<file path="src/fhd_pkg.sv">
// Purpose: Constants and types for the floppy host register decoder.
// Assumes: 10-bit I/O addresses, 8-bit data, 100 MHz system clock.
// Notes: Secondary-group addresses are primary ones with address bit 7 low.
package fhd_pkg;

  // Register addresses in the primary group
  localparam logic [9:0] FHD_ADDR_TYPE_PORT = 10'h3F1;
  localparam logic [9:0] FHD_ADDR_DOC = 10'h3F2;
  localparam logic [9:0] FHD_ADDR_MSR = 10'h3F4;
  localparam logic [9:0] FHD_ADDR_DATA = 10'h3F5;
  localparam logic [9:0] FHD_ADDR_DIAG = 10'h3F7;
  localparam logic [9:0] FHD_ADDR_FIXED = 10'h1F7;
  localparam logic [9:0] FHD_SEC_MASK = 10'h37F;

  // Drive output control fields
  localparam int FHD_DOC_MOTOR_B = 5;
  localparam int FHD_DOC_MOTOR_A = 4;
  localparam int FHD_DOC_IRQ_DMA_EN = 3;
  localparam int FHD_DOC_RUN = 2;
  localparam int FHD_DOC_DRIVE_SEL = 0;
  localparam logic [7:0] FHD_DOC_WMASK = 8'h3D;
  localparam logic [7:0] FHD_DOC_RESET = 8'h00;

  // Main status fields
  localparam int FHD_MSR_READY = 7;
  localparam int FHD_MSR_DIR = 6;
  localparam int FHD_MSR_PIO = 5;
  localparam int FHD_MSR_BUSY = 4;
  localparam int FHD_MSR_SEEK_B = 1;
  localparam int FHD_MSR_SEEK_A = 0;

  // Diagnostic input and fixed disk status
  localparam int FHD_DIAG_CHANGE = 7;
  localparam logic [7:0] FHD_FIXED_STATUS = 8'h80;

  // Transfer rate codes and reset value
  localparam logic [1:0] FHD_RATE_500K = 2'h0;
  localparam logic [1:0] FHD_RATE_300K = 2'h1;
  localparam logic [1:0] FHD_RATE_250K = 2'h2;
  localparam logic [1:0] FHD_RATE_RSVD = 2'h3;
  localparam logic [1:0] FHD_RATE_RESET = FHD_RATE_500K;

  // Bit clock generation by phase accumulator
  localparam int FHD_CLK_KHZ = 100000;
  localparam int FHD_F500_KHZ = 8000;
  localparam int FHD_F300_KHZ = 4800;
  localparam int FHD_F250_KHZ = 4000;
  localparam int FHD_ACC_W = 16;
  localparam logic [FHD_ACC_W-1:0] FHD_STEP_500K =
    FHD_ACC_W'((FHD_F500_KHZ * 65536 + FHD_CLK_KHZ / 2) / FHD_CLK_KHZ);
  localparam logic [FHD_ACC_W-1:0] FHD_STEP_300K =
    FHD_ACC_W'((FHD_F300_KHZ * 65536 + FHD_CLK_KHZ / 2) / FHD_CLK_KHZ);
  localparam logic [FHD_ACC_W-1:0] FHD_STEP_250K =
    FHD_ACC_W'((FHD_F250_KHZ * 65536 + FHD_CLK_KHZ / 2) / FHD_CLK_KHZ);

  // Command byte buffer
  localparam int FHD_FIFO_WIDTH = 8;
  localparam int FHD_FIFO_DEPTH = 32;

  // Host bus access phases, Gray along idle-read and idle-write
  typedef enum logic [1:0] {
    FHD_ST_IDLE = 2'b00,
    FHD_ST_READ = 2'b01,
    FHD_ST_WRITE = 2'b10
  } fhd_state_t;

endpackage
</file>
<file path="src/fhd_decoder.sv">
// Purpose: Host register file and I/O decoder of a floppy disk controller.
// Assumes: Bus pins are asynchronous and pass two flip-flops first.
// Notes: Command bytes queue in a FIFO toward the sequencer.
//
// Overview of operation
// - Write-only drive control register, cleared by reset
// - Bits 5 and 4 run motors B, A
// - Bit 3 gates interrupt and DMA request
// - Bit 2 low holds controller in reset
// - Bit 0 selects drive A or B
// - Diagnostic read shows disk change in bit 7
// - Diagnostic address write loads rate code
// - Rate code sets bit clock divider
// - Status bit 7 means data port ready
// - Status bit 6 gives transfer direction
// - Status bit 5 flags programmed I/O mode
// - Status bit 4 flags command busy
// - Status bits 1, 0 flag drive seeks
// - Data port fronts command and result bytes
// - Fixed disk status reads with bit 7 set
// - Hard disk present disables fixed status
// - Group select picks primary or secondary addresses
// - Type port enable low on its read, in the primary group only
// - Reduced write current except at 500K
`timescale 1ns/1ns
`default_nettype none

module fhd_fifo #(
  parameter int WIDTH = 8,
  parameter int DEPTH = 32
) (
  input wire logic clk,
  input wire logic rstn,
  input wire logic flush,
  input wire logic in_valid,
  output logic in_ready,
  input wire logic [WIDTH-1:0] in_data,
  output logic out_valid,
  input wire logic out_ready,
  output logic [WIDTH-1:0] out_data
);
  localparam int AW = $clog2(DEPTH);

  logic [WIDTH-1:0] mem [DEPTH];
  logic [AW:0] wp_r, wp_nxt, rp_r, rp_nxt;
  logic [WIDTH-1:0] odata_r, odata_nxt;
  logic ovalid_r, ovalid_nxt, push, load;

  always_comb begin
    in_ready = (wp_r - rp_r) + (AW+1)'(ovalid_r) != (AW+1)'(DEPTH);
    out_valid = ovalid_r;
    out_data = odata_r;
    push = in_valid && in_ready;
    load = (wp_r != rp_r) && (!ovalid_r || out_ready);
    wp_nxt = wp_r + (AW+1)'(push);
    rp_nxt = rp_r + (AW+1)'(load);
    ovalid_nxt = load || (ovalid_r && !out_ready);
    odata_nxt = load ? mem[rp_r[AW-1:0]] : odata_r;
    if (flush) begin
      wp_nxt = '0;
      rp_nxt = '0;
      ovalid_nxt = 1'b0;
    end
  end

  always_ff @(posedge clk) begin
    if (!rstn) begin
      wp_r <= '0;
      rp_r <= '0;
      ovalid_r <= 1'b0;
      odata_r <= '0;
    end else begin
      wp_r <= wp_nxt;
      rp_r <= rp_nxt;
      ovalid_r <= ovalid_nxt;
      odata_r <= odata_nxt;
    end
  end

  always_ff @(posedge clk) begin
    if (push) begin
      mem[wp_r[AW-1:0]] <= in_data;
    end
  end
endmodule

module fhd_decoder
  import fhd_pkg::*;
#(
  parameter int FIFO_DEPTH = FHD_FIFO_DEPTH
) (
  input wire logic clk,
  input wire logic rstn,
  // Host I/O bus pins
  input wire logic [9:0] bus_addr,
  input wire logic [7:0] bus_data_in,
  output logic [7:0] bus_data_out,
  output logic bus_data_oe_n,
  input wire logic bus_read_strobe_n,
  input wire logic bus_write_strobe_n,
  // Strap and drive pins
  input wire logic group_primary,
  input wire logic hard_disk_present_n,
  input wire logic disk_change,
  output logic type_port_enable_n,
  output logic motor_a_on,
  output logic motor_b_on,
  output logic drive_a_select,
  output logic drive_b_select,
  output logic reduced_write,
  output logic [1:0] rate_code,
  output logic rate_clk_en,
  // Sequencer side, same clock
  output logic seq_reset_n,
  output logic cmd_valid,
  input wire logic cmd_ready,
  output logic [7:0] cmd_data,
  input wire logic res_valid,
  output logic res_pop,
  input wire logic [7:0] res_data,
  input wire logic seq_dir_to_host,
  input wire logic seq_pio_mode,
  input wire logic seq_busy,
  input wire logic seq_seek_a,
  input wire logic seq_seek_b,
  input wire logic seq_irq_req,
  input wire logic seq_drq_req,
  output logic irq,
  output logic drq
);

  function automatic logic fhd_hit(input logic [9:0] a,
                                   input logic [9:0] prim,
                                   input logic grp);
    fhd_hit = a == (grp ? prim : (prim & FHD_SEC_MASK));
  endfunction

  function automatic logic [FHD_ACC_W-1:0] fhd_step(input logic [1:0] code);
    case (code)
      FHD_RATE_500K: fhd_step = FHD_STEP_500K;
      FHD_RATE_300K: fhd_step = FHD_STEP_300K;
      FHD_RATE_250K: fhd_step = FHD_STEP_250K;
      default: fhd_step = '0;
    endcase
  endfunction

  // Two-stage synchronisers for every pin input
  logic [9:0] addr_m, addr_s;
  logic [7:0] din_m, din_s;
  logic rd_m, rd_s, wr_m, wr_s;
  logic grp_m, grp_s, hdp_m, hdp_s, chg_m, chg_s;

  always_ff @(posedge clk) begin
    if (!rstn) begin
      addr_m <= '0;
      addr_s <= '0;
      din_m <= '0;
      din_s <= '0;
      rd_m <= 1'b1;
      rd_s <= 1'b1;
      wr_m <= 1'b1;
      wr_s <= 1'b1;
      grp_m <= 1'b1;
      grp_s <= 1'b1;
      hdp_m <= 1'b1;
      hdp_s <= 1'b1;
      chg_m <= 1'b0;
      chg_s <= 1'b0;
    end else begin
      addr_m <= bus_addr;
      addr_s <= addr_m;
      din_m <= bus_data_in;
      din_s <= din_m;
      rd_m <= bus_read_strobe_n;
      rd_s <= rd_m;
      wr_m <= bus_write_strobe_n;
      wr_s <= wr_m;
      grp_m <= group_primary;
      grp_s <= grp_m;
      hdp_m <= hard_disk_present_n;
      hdp_s <= hdp_m;
      chg_m <= disk_change;
      chg_s <= chg_m;
    end
  end

  // Address decode
  logic hit_doc, hit_msr, hit_data, hit_diag, hit_fixed, hit_type;
  always_comb begin
    hit_doc = fhd_hit(addr_s, FHD_ADDR_DOC, grp_s);
    hit_msr = fhd_hit(addr_s, FHD_ADDR_MSR, grp_s);
    hit_data = fhd_hit(addr_s, FHD_ADDR_DATA, grp_s);
    hit_diag = fhd_hit(addr_s, FHD_ADDR_DIAG, grp_s);
    hit_fixed = fhd_hit(addr_s, FHD_ADDR_FIXED, grp_s) && hdp_s;
    hit_type = grp_s && addr_s == FHD_ADDR_TYPE_PORT;
  end

  // Command FIFO
  logic fifo_in_valid, fifo_in_ready;
  logic [7:0] doc_r, doc_nxt;

  fhd_fifo #(
    .WIDTH(FHD_FIFO_WIDTH),
    .DEPTH(FIFO_DEPTH)
  ) u_cmd_fifo (
    .clk(clk),
    .rstn(rstn),
    .flush(!doc_r[FHD_DOC_RUN]),
    .in_valid(fifo_in_valid),
    .in_ready(fifo_in_ready),
    .in_data(din_s),
    .out_valid(cmd_valid),
    .out_ready(cmd_ready),
    .out_data(cmd_data)
  );

  // Main status assembly
  logic [7:0] msr;
  always_comb begin
    msr = 8'h00;
    msr[FHD_MSR_READY] = seq_dir_to_host ? res_valid : fifo_in_ready;
    msr[FHD_MSR_DIR] = seq_dir_to_host;
    msr[FHD_MSR_PIO] = seq_pio_mode;
    msr[FHD_MSR_BUSY] = seq_busy;
    msr[FHD_MSR_SEEK_B] = seq_seek_b;
    msr[FHD_MSR_SEEK_A] = seq_seek_a;
  end

  // Host bus access sequencing and register writes
  fhd_state_t st_r, st_nxt;
  logic [1:0] rate_r, rate_nxt;
  logic [7:0] dout_r, dout_nxt;
  logic oe_n_r, oe_n_nxt, tpe_n_r, tpe_n_nxt;
  logic rd_data_r, rd_data_nxt, pop_r, pop_nxt;

  always_comb begin
    st_nxt = st_r;
    doc_nxt = doc_r;
    rate_nxt = rate_r;
    dout_nxt = dout_r;
    oe_n_nxt = oe_n_r;
    tpe_n_nxt = tpe_n_r;
    rd_data_nxt = rd_data_r;
    pop_nxt = 1'b0;
    fifo_in_valid = 1'b0;
    case (st_r)
      FHD_ST_IDLE: begin
        if (!rd_s) begin
          st_nxt = FHD_ST_READ;
          oe_n_nxt = 1'b0;
          rd_data_nxt = hit_data;
          tpe_n_nxt = !hit_type;
          dout_nxt = 8'h00;
          if (hit_msr) begin
            dout_nxt = msr;
          end else if (hit_data) begin
            dout_nxt = res_data;
          end else if (hit_diag) begin
            dout_nxt[FHD_DIAG_CHANGE] = chg_s;
          end else if (hit_fixed) begin
            dout_nxt = FHD_FIXED_STATUS;
          end else begin
            oe_n_nxt = 1'b1;
          end
        end else if (!wr_s) begin
          st_nxt = FHD_ST_WRITE;
          if (hit_doc) begin
            doc_nxt = din_s & FHD_DOC_WMASK;
          end
          if (hit_diag) begin
            rate_nxt = din_s[1:0];
          end
          fifo_in_valid = hit_data && doc_r[FHD_DOC_RUN];
        end
      end
      FHD_ST_READ: begin
        if (rd_s) begin
          st_nxt = FHD_ST_IDLE;
          oe_n_nxt = 1'b1;
          tpe_n_nxt = 1'b1;
          pop_nxt = rd_data_r && seq_dir_to_host && res_valid;
        end
      end
      FHD_ST_WRITE: begin
        if (wr_s) begin
          st_nxt = FHD_ST_IDLE;
        end
      end
      default: begin
        st_nxt = FHD_ST_IDLE;
      end
    endcase
  end

  always_ff @(posedge clk) begin
    if (!rstn) begin
      st_r <= FHD_ST_IDLE;
      doc_r <= FHD_DOC_RESET;
      rate_r <= FHD_RATE_RESET;
      dout_r <= 8'h00;
      oe_n_r <= 1'b1;
      tpe_n_r <= 1'b1;
      rd_data_r <= 1'b0;
      pop_r <= 1'b0;
    end else begin
      st_r <= st_nxt;
      doc_r <= doc_nxt;
      rate_r <= rate_nxt;
      dout_r <= dout_nxt;
      oe_n_r <= oe_n_nxt;
      tpe_n_r <= tpe_n_nxt;
      rd_data_r <= rd_data_nxt;
      pop_r <= pop_nxt;
    end
  end

  // Drive control, request gating and bit clock
  logic [FHD_ACC_W-1:0] acc_r, acc_nxt;
  logic [7:0] drv_r, drv_nxt;
  logic clk_en_r, clk_en_nxt;
  logic [FHD_ACC_W:0] acc_sum;

  always_comb begin
    acc_sum = {1'b0, acc_r} + {1'b0, fhd_step(rate_r)};
    acc_nxt = acc_sum[FHD_ACC_W-1:0];
    clk_en_nxt = acc_sum[FHD_ACC_W];
    drv_nxt = 8'h00;
    drv_nxt[0] = doc_r[FHD_DOC_MOTOR_A];
    drv_nxt[1] = doc_r[FHD_DOC_MOTOR_B];
    drv_nxt[2] = !doc_r[FHD_DOC_DRIVE_SEL];
    drv_nxt[3] = doc_r[FHD_DOC_DRIVE_SEL];
    drv_nxt[4] = rate_r != FHD_RATE_500K;
    drv_nxt[5] = doc_r[FHD_DOC_RUN];
    drv_nxt[6] = doc_r[FHD_DOC_IRQ_DMA_EN] && seq_irq_req;
    drv_nxt[7] = doc_r[FHD_DOC_IRQ_DMA_EN] && seq_drq_req;
  end

  always_ff @(posedge clk) begin
    if (!rstn) begin
      acc_r <= '0;
      drv_r <= 8'h00;
      clk_en_r <= 1'b0;
    end else begin
      acc_r <= acc_nxt;
      drv_r <= drv_nxt;
      clk_en_r <= clk_en_nxt;
    end
  end

  assign bus_data_out = dout_r;
  assign bus_data_oe_n = oe_n_r;
  assign type_port_enable_n = tpe_n_r;
  assign motor_a_on = drv_r[0];
  assign motor_b_on = drv_r[1];
  assign drive_a_select = drv_r[2];
  assign drive_b_select = drv_r[3];
  assign reduced_write = drv_r[4];
  assign seq_reset_n = drv_r[5];
  assign irq = drv_r[6];
  assign drq = drv_r[7];
  assign rate_code = rate_r;
  assign rate_clk_en = clk_en_r;
  assign res_pop = pop_r;

endmodule

`default_nettype wire

</file>
<file path="config.mk">
export PLATFORM = sky130hd
export DESIGN_NAME = fhd_decoder
export DESIGN_NICKNAME = d
export VERILOG_FILES = /design/src/fhd_pkg.sv /design/src/fhd_decoder.sv
export SDC_FILE = /design/constraint.sdc
export NUM_CORES = 1
export LEC_CHECK = 0
export BUFFER_PORTS_ARGS = -buffer_cell sky130_fd_sc_hd__buf_2
export CORE_MARGIN = 1.5
export CORE_UTILIZATION = 40
export DETAILED_ROUTE_END_ITERATION = 10
export HOLD_SLACK_MARGIN = 0.02
export SYNTH_ARGS = -nofsm -noshare
export SYNTH_HDL_FRONTEND = slang
export SYNTH_SLANG_ARGS = --single-unit
</file>
<file path="constraint.sdc">
create_clock -name clk -period 10.6 [get_ports clk]
set_clock_uncertainty 0.05 [all_clocks]
set_input_delay 0.53 -clock clk [delete_from_list [all_inputs] [get_ports clk]]
set_output_delay 0.53 -clock clk [all_outputs]
set_load 0.005 [all_outputs]
</file>
==> flow_metrics.tcl <==
set metrics [dict create \
    status "completed" \
    cp-end-kind "flip-flop" \
    rr_endpoint "u_cmd_fifo.mem[28][7]" \
    clk_path_buf_depth 3 \
    hold-path-cell-count 2 \
    worst_pin_slew_ns 1.14 \
    grt_pass1_wl_mm 49.5 \
    critPathMaxFanout 24 \
    irDropWorstVdd_mv 0.131 \
    cts_resized 0 \
    hold_violations 0 \
    synthFlopType "edfxtp_1" \
    grt.total_usage 0.175 \
    dpl.hpwl_mm 20.6 \
    maxCapViolations 0 \
    slew_violations 0 \
    dp_cells 1462 \
    netlist_area_um2 14700 \
    gp_congestion 0.790 \
    setup_viol 0 \
    syn_area_per_cell_um2 15.2 \
    synth_edf_count 256 \
    ys_ff_latch 369 \
    period_share 0.435 \
    cts.sinks 369 \
    drtPass1Iterations 5 \
    clk_pin_slew_ns 0.06 \
    ctsHtreeMaxLevel 2 \
    p_int_mw 2.37 \
    area_growth_pct 13.8 \
    slowest_delay_ns 1.07 \
    post_cts_buffers 0 \
    row_count 69 \
    drcViolationCount 0 \
    swShare 0.212 \
    antenna_found_initial 1 \
    start_util 0.409 \
    io_buffers 72 \
    clock_latency_ns 0.53 \
    critical_path_buf_inv_count 2 \
    rsz0062_at_grt "false" \
    critPathKind "reg -> reg" \
    async_reset_ff_frac 0 \
    p_leak_nw 6.14 \
    detail-route-antenna-nets 0 \
    power_frac_seq 0.527 \
    instances_no_fill 1531 \
    grt_overflow 0 \
    yosysSeqAreaShare 0.679 \
    fmax_mhz 217 \
    path_cells "inv_1 > ha_1 > ha_1 > a21oi_4 > a21oi_1 > or3_4 > a211oi_4 > buf_4 > nor3_1" \
    viasPerCell 5.40 \
    crit_required_ns 10.72 \
    netSwitchingPower_mw 0.635 \
    dr_total_vias 8264 \
    comb_power_share 0.040 \
    power_density_nw_per_um2 180 \
    core_um2 35800 \
    cts_hold_buffers 0 \
    die_area_um2 37800 \
    holdPathEnd "hdp_m" \
    wirelength_mm 33.0 \
    ys_warn_count 0 \
    die_h_um 194 \
    synth_cell_types 62 \
    cp_common_cell "ha_1" \
    worst_setup_path_start_kind "flip-flop" \
    fin_crit_ns 4.62 \
    path_delay_family "compound AO/OA/AOI/OAI gates" \
    io_pins 73 \
    r2r_start "u_cmd_fifo.rp_r[2]" \
    slew_headroom 0.242 \
    mostFrequentLayoutCells "edfxtp_1, dfxtp_1, buf_2" \
    r2r.worst_path.cells 9 \
    cts_tree "done" \
    syn_nets 1041 \
    finalSetupTns_ns 0 \
    arrival_ns 4.74 \
    slowest_stage "dfxtp_1" \
    min_path_type "in -> reg" \
    syn-instance-count 967 \
    drive_gt1_frac 0.202 \
    routedWlPerCell_um 21.6 \
    die_x_um 194 \
    grt_max_degree 76 \
    worstHoldStart "hard_disk_present_n" \
    post-route-util 0.466 \
    grt_pass1_vias 8347 \
    root_buffer "clkbuf_16" \
    drt_iter0_markers 635 \
    clockPowerShare 0.433 \
    r2r_slack_ns 5.98 \
    cts_buffers 38 \
    num-nets-final 1115 \
    final_common_cell "edfxtp_1" \
]
==> routing by layer <==
layer / vias to the layer above / wire length (um) / GRT usage
li1: 3835 / - / -
met4: 0 / 1080 / 0.0637
met2: 281 / 16400 / 0.300
met1: 4081 / 13800 / 0.225
met3: 67 / 1830 / 0.0259
met5: - / 0 / 0
==> worst reg2reg max path, cell delays in order (launching register included) <==
cell	delay, ns
dfxtp_1	1.07
inv_1	0.19
ha_1	0.38
ha_1	0.39
a21oi_4	0.20
a21oi_1	0.11
or3_4	0.40
a211oi_4	0.77
buf_4	0.43
nor3_1	0.26
==> synthesized netlist by cell type (17+ instances only) <==
| cell type | number | share of area |
|---|---|---|
| and2_1 | 46 | 0.020 |
| edfxtp_1 | 256 | 0.52 |
| clkbuf_1 | 26 | 0.0067 |
| nor3_1 | 44 | 0.015 |
| ha_1 | 30 | 0.026 |
| inv_1 | 17 | 0.0044 |
| mux2i_1 | 43 | 0.029 |
| nor2_1 | 41 | 0.010 |
| nand2_1 | 68 | 0.017 |
| dfxtp_1 | 113 | 0.15 |
| a21oi_1 | 37 | 0.013 |
| mux4_2 | 48 | 0.074 |
==> worst max-delay path by stage <==
| stage | from | end | cells past startpoint |
|---|---|---|---|
| 2_1_floorplan | u_cmd_fifo.out_valid | u_cmd_fifo.wp_r[4] | 16 |
| 3_3_place_gp | u_cmd_fifo.rp_r[2] | u_cmd_fifo.mem[25][0] | 9 |
| 3_5_place_dp | u_cmd_fifo.rp_r[2] | u_cmd_fifo.mem[16][5] | 9 |
| 4_1_cts | u_cmd_fifo.rp_r[2] | u_cmd_fifo.mem[28][7] | 9 |
| 5_1_grt | u_cmd_fifo.rp_r[2] | u_cmd_fifo.mem[16][2] | 9 |
| 6_report | u_cmd_fifo.rp_r[2] | u_cmd_fifo.mem[28][7] | 9 |
==> layout make-up <==
cell class | count | area (um^2)
multi-input combinational | 533 | 4410
clock inverter | 17 | 136
tap | 461 | 577
clock buffer | 51 | 1090
sequential | 369 | 9960
antenna | 1 | 2.50
fill | 3091 | 19100
timing repair buffer | 82 | 435
inverter | 17 | 63.8
==> per-stage QoR <==
step	setup slack [ns]	power (mW)	cell area [um^2]	hold WS [ns]
after floorplan	7.13	1.69	14700	0.336
after CTS	6.01	3.03	16700	0.125
after detailed placement	6.02	1.73	15500	0.349
after global routing	5.74	3.11	16700	0.139
final	5.98	3.00	16700	0.140
after global placement	6.10	1.73	15500	0.339
==> state kept, by name, summed over array words and instances, names as in the netlist, 8 cells and up <==
| signal | count |
|---|---|
| u_cmd_fifo.mem | 256 |
| acc_r | 16 |
| din_m | 8 |
| bus_data_out | 8 |
| u_cmd_fifo.out_data | 8 |
| addr_m | 10 |
| addr_s | 10 |
| din_s | 8 |
| drv_r | 8 |
==> kinds of logic (layout without fill, tap and decap cells) <==
family	count (synthesis)	in the layout	share of synthesized area
other cells	0	1	0
xor+xnor	21	21	0.0125
mux	91	91	0.103
fa+ha+maj	32	32	0.0283
compound gates	114	114	0.0569
flops	369	369	0.679
buf+inv	65	167	0.0204
simple gates	275	275	0.100
==> power groups by stage <==
stage	Clock (mW)	Sequential (mW)	Combinational, mW
6_report	1.30	1.58	0.120
5_1_grt	1.38	1.59	0.137
4_1_cts	1.32	1.58	0.121
3_5_place_dp	0	1.61	0.120
3_3_place_gp	0	1.61	0.118
2_1_floorplan	0	1.60	0.0925
Note: power is estimated with default switching activity, not from simulation.
